==> src/hdl/ext_timer_pkg.sv <==
/*
 * Shared constants and types of the external timer input block:
 * register offsets, reset values and the per-timer config layout.
 * Assumes an APB4 register bus with 32-bit data and byte strobes.
 */
package ext_timer_pkg;

    // ***************************************************************
    // Sizes
    // ***************************************************************
    localparam int unsigned N_TIMERS = 4;
    localparam int unsigned N_CLEAR = 2;
    localparam int unsigned CNT_W = 16;
    localparam int unsigned ADDR_W = 12;
    localparam int unsigned CFG_W = 8;

    // ***************************************************************
    // Register map
    // ***************************************************************
    localparam logic [11:0] OFF_CFG = 12'h000;
    localparam logic [11:0] OFF_CNT1 = 12'h004;
    localparam logic [11:0] OFF_CNT2 = 12'h008;
    localparam logic [11:0] OFF_CNT3 = 12'h00c;
    localparam logic [11:0] OFF_CNT4 = 12'h010;
    localparam logic [31:0] CFG_RESET = 32'h0000_0000;
    localparam logic [15:0] CNT_RESET = 16'h0000;

    // ***************************************************************
    // Config byte of one timer; timer n sits in byte n-1 of CFG
    // ***************************************************************
    localparam int unsigned FLD_EN = 0;
    localparam int unsigned FLD_UP = 1;
    localparam int unsigned FLD_CNT_EDGE = 2;
    localparam int unsigned FLD_CLR_EDGE = 4;
    localparam int unsigned FLD_BAUD_SEL = 6;

    typedef enum logic [1:0] {
        EDGE_NONE = 2'b00,
        EDGE_RISE = 2'b01,
        EDGE_FALL = 2'b10,
        EDGE_BOTH = 2'b11
    } edge_e;

    typedef struct packed {
        logic spare;
        logic baud_sel;
        edge_e clr_edge;
        edge_e cnt_edge;
        logic up;
        logic en;
    } tmr_cfg_s;

    typedef struct packed {
        logic [11:0] addr;
        logic write;
        logic [31:0] wdata;
        logic [3:0] strb;
    } apb_req_s;

endpackage : ext_timer_pkg

==> src/hdl/ext_timer_inputs.sv <==
/*
 * External count-clock inputs of four 16-bit timers and clear inputs of timers 1 and 2, with
 * an APB4 slave holding the edge configuration and the counts, and a
 * tick out to the serial baud-rate generator taken from timer 2's pin.
 * Assumes pins are synchronous-safe levels slower than the core clock.
 */
// The implementer's own choices: register access over APB and the address map.
`timescale 1ns/1ps
`default_nettype none

// How it works
// (RULE1) Timer 1 counts up or down on chosen edges of its count pin.
// (RULE2) Timer 2 counts up or down on chosen edges of its count pin.
// (RULE3) Timer 2 count pin may also clock the serial baud generator.
// (RULE4) Timer 3 counts up or down on chosen edges of its count pin.
// (RULE5) Timer 4 counts up or down on chosen edges of its count pin.
// (RULE6) Timer 1 clears on chosen edges of its clear pin.
// (RULE7) Timer 2 clears on chosen edges of its clear pin.
// (RULE8) Pins are synchronised first; each edge acts exactly once.
module ext_timer_inputs (
    input wire logic i_core_clk, // 125 MHz core clock
    input wire logic i_nrst, // Async reset, active low
    input wire logic i_psel, // APB select
    input wire logic i_penable, // APB access phase
    input wire logic i_pwrite, // APB direction
    input wire logic [11:0] i_paddr, // APB byte address
    input wire logic [31:0] i_pwdata, // APB write data
    input wire logic [3:0] i_pstrb, // APB byte strobes
    output logic [31:0] o_prdata, // APB read data
    output logic o_pready, // APB ready
    output logic o_pslverr, // APB error, unmapped address
    input wire logic i_timer_one_ext_count_in, // Timer 1 count pin
    input wire logic i_timer_two_ext_count_in, // Timer 2 count pin
    input wire logic i_timer_three_ext_count_in, // Timer 3 count pin
    input wire logic i_timer_four_ext_count_in, // Timer 4 count pin
    input wire logic i_timer_one_ext_clear_in, // Timer 1 clear pin
    input wire logic i_timer_two_ext_clear_in, // Timer 2 clear pin
    output logic o_baud_ext_tick, // Baud generator clock pulse
    output logic [63:0] o_timer_counts // Counts, timer 1 lowest
);
    localparam int unsigned NT = ext_timer_pkg::N_TIMERS;
    localparam int unsigned NC = ext_timer_pkg::N_CLEAR;
    localparam int unsigned CW = ext_timer_pkg::CNT_W;
    localparam int unsigned BW = ext_timer_pkg::CFG_W;

    // ***************************************************************
    // Elaboration checks
    // ***************************************************************
    // Read and load paths pad each count to one 16-bit lane pair
    if (CW != 16 || NT * CW != 64 || NC > NT)
    begin : g_bad_sizes
        $error("ext_timer_inputs: sizes do not fit the port map");
    end

    // Every timer needs a whole config byte inside the one CFG word
    if (BW * NT > 32 || $bits(ext_timer_pkg::tmr_cfg_s) != BW)
    begin : g_bad_cfg
        $error("ext_timer_inputs: config bytes do not fit CFG");
    end

    // ***************************************************************
    // Declarations
    // ***************************************************************
    ext_timer_pkg::apb_req_s req;
    ext_timer_pkg::tmr_cfg_s cfg [NT];
    logic [31:0] cfg_r;
    logic [31:0] cfg_nxt;
    logic [31:0] prdata_r;
    logic [31:0] prdata_nxt;
    logic pready_r;
    logic pready_nxt;
    logic pslverr_r;
    logic pslverr_nxt;
    logic baud_r;
    logic baud_nxt;
    logic commit;
    logic [NT-1:0] load;
    logic [CW-1:0] load_val [NT];
    logic [NT-1:0] cnt_hit;
    logic [NT-1:0] clr_hit;
    logic [NT-1:0] pin_cnt;
    logic [NC-1:0] pin_clr;
    logic [CW-1:0] count [NT];

    // ***************************************************************
    // Helpers
    // ***************************************************************
    // Index of a count register, or NT when the address is not one
    function automatic logic [2:0] cnt_index(input logic [11:0] a);
        logic [2:0] idx;
        idx = 3'(NT);
        unique case (a)
            ext_timer_pkg::OFF_CNT1: idx = 3'h0;
            ext_timer_pkg::OFF_CNT2: idx = 3'h1;
            ext_timer_pkg::OFF_CNT3: idx = 3'h2;
            ext_timer_pkg::OFF_CNT4: idx = 3'h3;
            default: idx = 3'(NT);
        endcase
        return idx;
    endfunction : cnt_index

    // Byte-lane merge under APB strobes
    function automatic logic [31:0] merge(input logic [31:0] old,
                                          input logic [31:0] wd,
                                          input logic [3:0] st);
        logic [31:0] m;
        m = old;
        for (int b = 0; b < 4; b++)
        begin
            if (st[b])
            begin
                m[8*b +: 8] = wd[8*b +: 8];
            end
        end
        return m;
    endfunction : merge

    // ***************************************************************
    // Pin qualification
    // ***************************************************************
    assign req = '{addr: i_paddr, write: i_pwrite,
                   wdata: i_pwdata, strb: i_pstrb};
    assign pin_cnt = {i_timer_four_ext_count_in,
                      i_timer_three_ext_count_in,
                      i_timer_two_ext_count_in,
                      i_timer_one_ext_count_in};
    assign pin_clr = {i_timer_two_ext_clear_in,
                      i_timer_one_ext_clear_in};

    for (genvar t = 0; t < NT; t++)
    begin : g_timer
        assign cfg[t] = ext_timer_pkg::tmr_cfg_s'(cfg_r[BW*t +: BW]);

        // Count pin edges for timers 1..4 [RULE1] [RULE2] [RULE4] [RULE5]
        pin_edge_qualify u_cnt_edge (
            .i_core_clk(i_core_clk),
            .i_nrst(i_nrst),
            .i_pin(pin_cnt[t]),
            .i_sel(cfg[t].cnt_edge),
            .o_hit(cnt_hit[t])
        );

        if (t < NC)
        begin : g_clear
            // Clear pin edges for timers 1 and 2 [RULE6] [RULE7]
            pin_edge_qualify u_clr_edge (
                .i_core_clk(i_core_clk),
                .i_nrst(i_nrst),
                .i_pin(pin_clr[t]),
                .i_sel(cfg[t].clr_edge),
                .o_hit(clr_hit[t])
            );
        end
        else
        begin : g_no_clear
            // Timers 3 and 4 have no clear pin in this block
            assign clr_hit[t] = 1'b0;
        end

        // Direction and enable from software [RULE1] [RULE2] [RULE4]
        updown_counter #(
            .WIDTH(CW)
        ) u_count (
            .i_core_clk(i_core_clk),
            .i_nrst(i_nrst),
            .i_en(cfg[t].en),
            .i_up(cfg[t].up),
            .i_step(cnt_hit[t]), // [RULE5] [RULE8]
            .i_clear(clr_hit[t]), // [RULE6] [RULE7]
            .i_load(load[t]),
            .i_load_val(load_val[t]),
            .o_count(count[t])
        );

        assign o_timer_counts[CW*t +: CW] = count[t];
    end

    // ***************************************************************
    // Baud-rate generator clock
    // ***************************************************************
    // Follows timer 2's edge choice but not its enable, so the baud
    // source keeps running while timer 2 itself is stopped.
    always_comb
    begin
        baud_nxt = cfg[1].baud_sel && cnt_hit[1]; // [RULE3]
    end

    // ***************************************************************
    // APB slave
    // ***************************************************************
    // One wait state: ready rises in the second access cycle and the
    // write lands on the edge that ends it, never on an earlier one.
    always_comb
    begin
        logic [2:0] idx;
        idx = cnt_index(req.addr);
        commit = i_psel && i_penable && pready_r;
        pready_nxt = 1'b0;
        pslverr_nxt = 1'b0;
        prdata_nxt = prdata_r;
        cfg_nxt = cfg_r;
        load = '0;
        for (int t = 0; t < NT; t++)
        begin
            load_val[t] = CW'(merge({16'h0000, count[t]}, req.wdata,
                                    req.strb));
        end
        if (i_psel && i_penable && !pready_r)
        begin
            pready_nxt = 1'b1;
            prdata_nxt = 32'h0000_0000;
            if (req.addr == ext_timer_pkg::OFF_CFG)
            begin
                prdata_nxt = cfg_r;
            end
            else if (idx < 3'(NT))
            begin
                prdata_nxt = {16'h0000, count[idx[1:0]]};
            end
            else
            begin
                pslverr_nxt = 1'b1;
            end
        end
        if (commit && req.write)
        begin
            if (req.addr == ext_timer_pkg::OFF_CFG)
            begin
                cfg_nxt = merge(cfg_r, req.wdata, req.strb);
            end
            else if (idx < 3'(NT) && req.strb[1:0] != 2'b00)
            begin
                load[idx[1:0]] = 1'b1;
            end
        end
    end

    always_ff @(posedge i_core_clk or negedge i_nrst)
    begin
        if (!i_nrst)
        begin
            cfg_r <= ext_timer_pkg::CFG_RESET;
            prdata_r <= 32'h0000_0000;
            pready_r <= 1'b0;
            pslverr_r <= 1'b0;
            baud_r <= 1'b0;
        end
        else
        begin
            cfg_r <= cfg_nxt;
            prdata_r <= prdata_nxt;
            pready_r <= pready_nxt;
            pslverr_r <= pslverr_nxt;
            baud_r <= baud_nxt;
        end
    end

    assign o_prdata = prdata_r;
    assign o_pready = pready_r;
    assign o_pslverr = pslverr_r;
    assign o_baud_ext_tick = baud_r;
endmodule : ext_timer_inputs
`default_nettype wire

==> src/hdl/pin_edge_qualify.sv <==
/*
 * Brings one external pin into the core clock domain and flags the
 * edges that the edge selection asks for, one pulse per edge.
 * Assumes the pin is stable for at least two core clocks per level.
 */
`timescale 1ns/1ps
`default_nettype none
module pin_edge_qualify (
    input wire logic i_core_clk, // Core clock
    input wire logic i_nrst, // Async reset, active low
    input wire logic i_pin, // Raw external pin
    input wire ext_timer_pkg::edge_e i_sel, // Edges that count
    output logic o_hit // One-cycle pulse per edge
);
    logic meta_r;
    logic sync_r;
    logic prev_r;
    logic rise;
    logic fall;

    // ***************************************************************
    // Two-stage synchroniser plus history
    // ***************************************************************
    always_ff @(posedge i_core_clk or negedge i_nrst)
    begin
        if (!i_nrst)
        begin
            meta_r <= 1'b0;
            sync_r <= 1'b0;
            prev_r <= 1'b0;
        end
        else
        begin
            meta_r <= i_pin; // [RULE8]
            sync_r <= meta_r; // [RULE8]
            prev_r <= sync_r;
        end
    end

    // Edge seen only on the settled stage, never on the first flop
    always_comb
    begin
        rise = sync_r && !prev_r;
        fall = !sync_r && prev_r;
        unique case (i_sel)
            ext_timer_pkg::EDGE_NONE: o_hit = 1'b0;
            ext_timer_pkg::EDGE_RISE: o_hit = rise;
            ext_timer_pkg::EDGE_FALL: o_hit = fall;
            ext_timer_pkg::EDGE_BOTH: o_hit = rise || fall;
        endcase
    end
endmodule : pin_edge_qualify
`default_nettype wire

==> src/hdl/updown_counter.sv <==
/*
 * One up/down timer count register with software load and clear.
 * Assumes step and clear are single-cycle pulses in the core domain.
 */
`timescale 1ns/1ps
`default_nettype none
module updown_counter #(
    parameter int unsigned WIDTH = 16
) (
    input wire logic i_core_clk, // Core clock
    input wire logic i_nrst, // Async reset, active low
    input wire logic i_en, // Counting allowed
    input wire logic i_up, // 1 counts up, 0 down
    input wire logic i_step, // Advance by one
    input wire logic i_clear, // Return to zero
    input wire logic i_load, // Software load
    input wire logic [WIDTH-1:0] i_load_val, // Value to load
    output logic [WIDTH-1:0] o_count // Current count
);
    logic [WIDTH-1:0] count_nxt;

    if (WIDTH < 2 || WIDTH > 32)
    begin : g_bad_width
        $error("updown_counter: WIDTH must be 2..32");
    end

    // Software load beats a clear, clear beats a step
    always_comb
    begin
        count_nxt = o_count;
        if (i_load)
        begin
            count_nxt = i_load_val;
        end
        else if (i_clear)
        begin
            count_nxt = '0;
        end
        else if (i_en && i_step)
        begin
            count_nxt = i_up ? o_count + 1'b1 : o_count - 1'b1;
        end
    end

    always_ff @(posedge i_core_clk or negedge i_nrst)
    begin
        if (!i_nrst)
        begin
            o_count <= '0;
        end
        else
        begin
            o_count <= count_nxt;
        end
    end
endmodule : updown_counter
`default_nettype wire

==> config.mk <==
export PLATFORM = sky130hd
export DESIGN_NAME = ext_timer_inputs
export DESIGN_NICKNAME = d
export VERILOG_FILES = /design/src/hdl/ext_timer_pkg.sv /design/src/hdl/ext_timer_inputs.sv /design/src/hdl/pin_edge_qualify.sv /design/src/hdl/updown_counter.sv
export SDC_FILE = /design/constraint.sdc
export NUM_CORES = 1
export LEC_CHECK = 0
export BUFFER_PORTS_ARGS = -buffer_cell sky130_fd_sc_hd__buf_4
export CORE_MARGIN = 2
export CORE_UTILIZATION = 52
export CTS_CLUSTER_DIAMETER = 60
export DETAILED_ROUTE_END_ITERATION = 6
export PLACE_DENSITY = 0.82
export SETUP_SLACK_MARGIN = 0.05
export SYNTH_ARGS = -nofsm -noshare
export SYNTH_HDL_FRONTEND = slang
export SYNTH_SLANG_ARGS = --single-unit
==> constraint.sdc <==
create_clock -name i_core_clk -period 2.7 [get_ports i_core_clk]
set_input_delay 0.405 -clock i_core_clk [delete_from_list [all_inputs] [get_ports i_core_clk]]
set_output_delay 0.405 -clock i_core_clk [all_outputs]
set_load 0.03 [all_outputs]
==> results by group <==
Setup path
  – CP cell instances: inv_2, buf_12, ha_1, a21o_1, o21bai_1, a31oi_1, o311a_1, nor4b_1, a311oi_1, nand2_1
  – CP Capture Type: register
  – Req. time, crit path: 3010 ps
  – Critical Path AT: 2810 ps
  – WS Path Type: reg -> reg
  – Max FO, Critical Path: 10
  – Slowest stage delay, CP: 400 ps
  – Worst setup SP type: register
  – Crit path max-delay cell type: dfrtp_1

Logic synthesis
  – Async set or reset register ratio after synthesis: 100%
  – Synth Area in Adders: 9.53%
  – Post-synthesis mux area share: 7.19%
  – Mapped Nets: 1178
  – Simple-gate area share of the yosys netlist: 15.6%
  – Cell variety after synth: 79
  – Syn Inst Count: 1047
  – Synthesized flop and latch total: 149
  – Yosys Warn Count: 0
  – Compound-gate portion of the synthesized area: 22.9%
  – Main synth FF type: dfrtp_1
  – Largest family of logic cells by synthesized area: compound AO/OA/AOI/OAI gates
  – EDFF count, synth: 0
  – Mapped Area: 0.00976 sq mm
  – Synth Area in XOR/XNOR: 3.23%
  – Synthesized area per cell: 9.32 sq um
  – Sequential-to-total area share from yosys stat: 38.2%

Global route
  – Total GRT Usage: 31.3%
  – Initial antenna violation count: 0
  – First-pass GRT wire length: 48300 microns
  – Vias in the first global route: 9131
  – Gr ovfl total: 0
  – Largest net degree at the start of global routing: 63

Detailed routing
  – DRT antenna net count: 0
  – DR pass1 iterations: 7
  – Starting DRT DRC Count: 934
  – DR DRC count: 5
  – Post-Route WL: 30900 microns
  – Vias per cell: 6.29
  – Via count: 9347
  – Routed len/inst: 20.8 microns

Clock tree
  – CTS Root Buffer Type: clkbuf_16
  – H-Tree Depth: 4
  – CTS tree: done
  – Worst-Skew Late Latency: 440 ps
  – Clk buf depth: 2
  – Total CTS buffers: 17
  – Clock-pin slew on the worst setup and hold paths: 70 ps
  – # clock sinks: 149

STA
  – Final Skew: 8.31 ps
  – Worst slew pin tran: 1190 ps
  – Final hold vios: 0
  – Worst Slack Setup Final: 196 ps
  – Unrepaired setup endpoints after global routing: false
  – Fmax: 0.399 GHz
  – Setup violations, final: 0
  – Slew Limit Fails: 0
  – Min Tclk post-route: 2500 ps
  – Slew HR: 20.5%
  – Period utilization: 92.8%

Final layout
  – Nets: 1370
  – Fillers: 1457
  – Commonest non-fill, non-tap cell in the layout: buf_4
  – Layout area overhead: 25.1%
  – Proportion of layout cells with a drive suffix above 1: 25.6%
  – Antenna cells: 0
  – Commonest non-fill, non-tap cells in the layout: 209 x buf_4, 148 x dfrtp_1, 113 x nand2_1, 68 x a21oi_1, 68 x ha_1

Power and ir drop
  – Clk network pwr share: 50.6%
  – Sequential power share: 43.6%
  – P_int: 3.94 mW
  – Logic pwr share: 5.7%
  – Pwr per Cell Area: 424 mW/mm^2
  – Leakage power: 5.89 nW
  – Sw frac: 23.8%
  – Maximum VDD drop: 0.441 mV
  – Power Total: 5.18 mW
  – P_sw: 1.23 mW

Hold path
  – Worst hold path type: in -> reg

Placement
  – I/O Buffers: 157
  – RD Place Congestion: 0.942
  – HPWL Detailed: 22600 microns
  – Place WS: -46.0 ps

Floorplan
  – Core Rows: 50
  – Chip height: 141 microns
  – Starting density of the core: 52.5%
  – Die ar.: 0.0199 sq mm
  – Num ports: 158
  – Die width: 141 microns
  – Core area: 0.0186 sq mm

Run status
  – Status: finished with violations
  – Failing checks: DRC

Job
  – Max Cap Violations: 0
-- state kept, by name, indices dropped and copies added (netlist names) --
name / cells
g_timer.u_count.o_count: 64
cfg_r: 32
o_prdata: 32
g_timer.u_cnt_edge.meta_r: 4
g_timer.u_cnt_edge.prev_r: 4
g_timer.u_cnt_edge.sync_r: 4
g_timer.g_clear.u_clr_edge.meta_r: 2
g_timer.g_clear.u_clr_edge.prev_r: 2
g_timer.g_clear.u_clr_edge.sync_r: 2
o_baud_ext_tick: 1
o_pready: 1
o_pslverr: 1
-- cell usage after synthesis, drive strengths merged (13+ instances only) --
| master | number | share of area, % |
|---|---|---|
| a21o | 17 | 1.3 |
| inv | 34 | 1.3 |
| nand3 | 25 | 1.3 |
| xnor2 | 19 | 1.7 |
| a21oi | 72 | 4.1 |
| ha | 68 | 8.7 |
| o21a | 16 | 1.2 |
| nor3 | 16 | 0.82 |
| nor2b | 20 | 1.3 |
| buf | 18 | 1.1 |
| nor2 | 65 | 2.6 |
| nand2 | 120 | 4.8 |
| mux2 | 41 | 4.7 |
| a22oi | 38 | 2.9 |
| o21ai | 80 | 4.1 |
| dfrtp | 149 | 38 |
| o22ai | 21 | 1.3 |
| mux2i | 24 | 2.5 |
| xor2 | 17 | 1.5 |
| a211oi | 13 | 1.0 |
| clkbuf | 24 | 0.92 |
-- metal layers --
layer	vias to the layer above	routed length, microns	track usage [%]
met4	0	1380	14.6
met1	4496	12600	41.7
met5	-	0	0
met3	115	2450	6.05
met2	470	14500	49.5
li1	4266	-	-
-- worst max-delay path, delay by kind of cell (launching register included) --
family	cells	cell delay, ps
simple gates	2	170
fa+ha+maj	1	300
compound gates	5	1200
flops	1	400
buf+inv	2	310
-- cell families (layout without fill, tap and decap cells) --
group	after synthesis	in the layout
AOI/OAI and AO/OA	337	337
and+or+nand+nor	312	312
DFF	149	149
buffers and inverters	76	281
adders and majority gates	72	72
muxes	65	65
xor gates and xnor gates	36	36
-- path summary, 6_finish.rpt --
path                                                                     start                                              to  slack (ps)  cells after the start
worst max-delay path                                      cfg_r[1]$_DFFE_PN0P_      g_timer[0].u_count.o_count[15]$_DFFE_PN0P_         200                     10
worst min-delay path                                 i_timer_four_ext_count_in          g_timer[3].u_cnt_edge.meta_r$_DFF_PN0_          70                      1
worst max register to register                            cfg_r[1]$_DFFE_PN0P_      g_timer[0].u_count.o_count[15]$_DFFE_PN0P_         200                     10
worst min register to register  g_timer[0].g_clear.u_clr_edge.meta_r$_DFF_PN0_  g_timer[0].g_clear.u_clr_edge.sync_r$_DFF_PN0_         350                      0
max in group asynchronous                                               i_nrst       g_timer[1].u_count.o_count[0]$_DFFE_PN0P_        1340                      3
min in group asynchronous                                               i_nrst          g_timer[2].u_cnt_edge.prev_r$_DFF_PN0_         530                      2
-- what timing repair did --
action,4_1_cts,5_1_grt
gates cloned,0,0
setup buffers,1,1
endpoints found under the setup margin,3,19
endpoints found under the hold margin,60,0
gates resized for setup,3,14
hold buffers,1,0
pin swaps,1,2
-- cell type report --
| type | count | area [sq um] | share of cell area, % |
|---|---|---|---|
| Sequential cell | 149 | 3730 | 30.5 |
| Tap cell | 234 | 293 | 2.40 |
| Inverter | 34 | 128 | 1.04 |
| Multi-Input combinational cell | 822 | 5760 | 47.1 |
| Timing Repair Buffer | 215 | 1670 | 13.7 |
| Clock inverter | 13 | 194 | 1.59 |
| Clock buffer | 19 | 443 | 3.63 |
-- stage by stage --
step	TNS, ps	hold slack [ps]	utilization [%]	cells	cell area (sq um)
after global routing	0	60.4	65.8	1486	12200
final	0	71.8	65.8	1486	12200
after floorplan	0	109	-	1047	9770
after detailed placement	-69.2	335	62.0	1451	11500
after global placement	0	333	62.0	1451	11500
after CTS	0	64.7	65.5	1485	12200
-- power groups by stage --
stage / clock network [mW] / registers (mW) / logic [mW]
floorplan: 0 / 2.30 / 0.0895
global route: 2.73 / 2.26 / 0.315
CTS: 2.62 / 2.26 / 0.291
detailed placement: 0 / 2.30 / 0.288
global placement: 0 / 2.30 / 0.283
finish: 2.62 / 2.26 / 0.296
No activity file was read; power rests on OpenSTA's default activity.
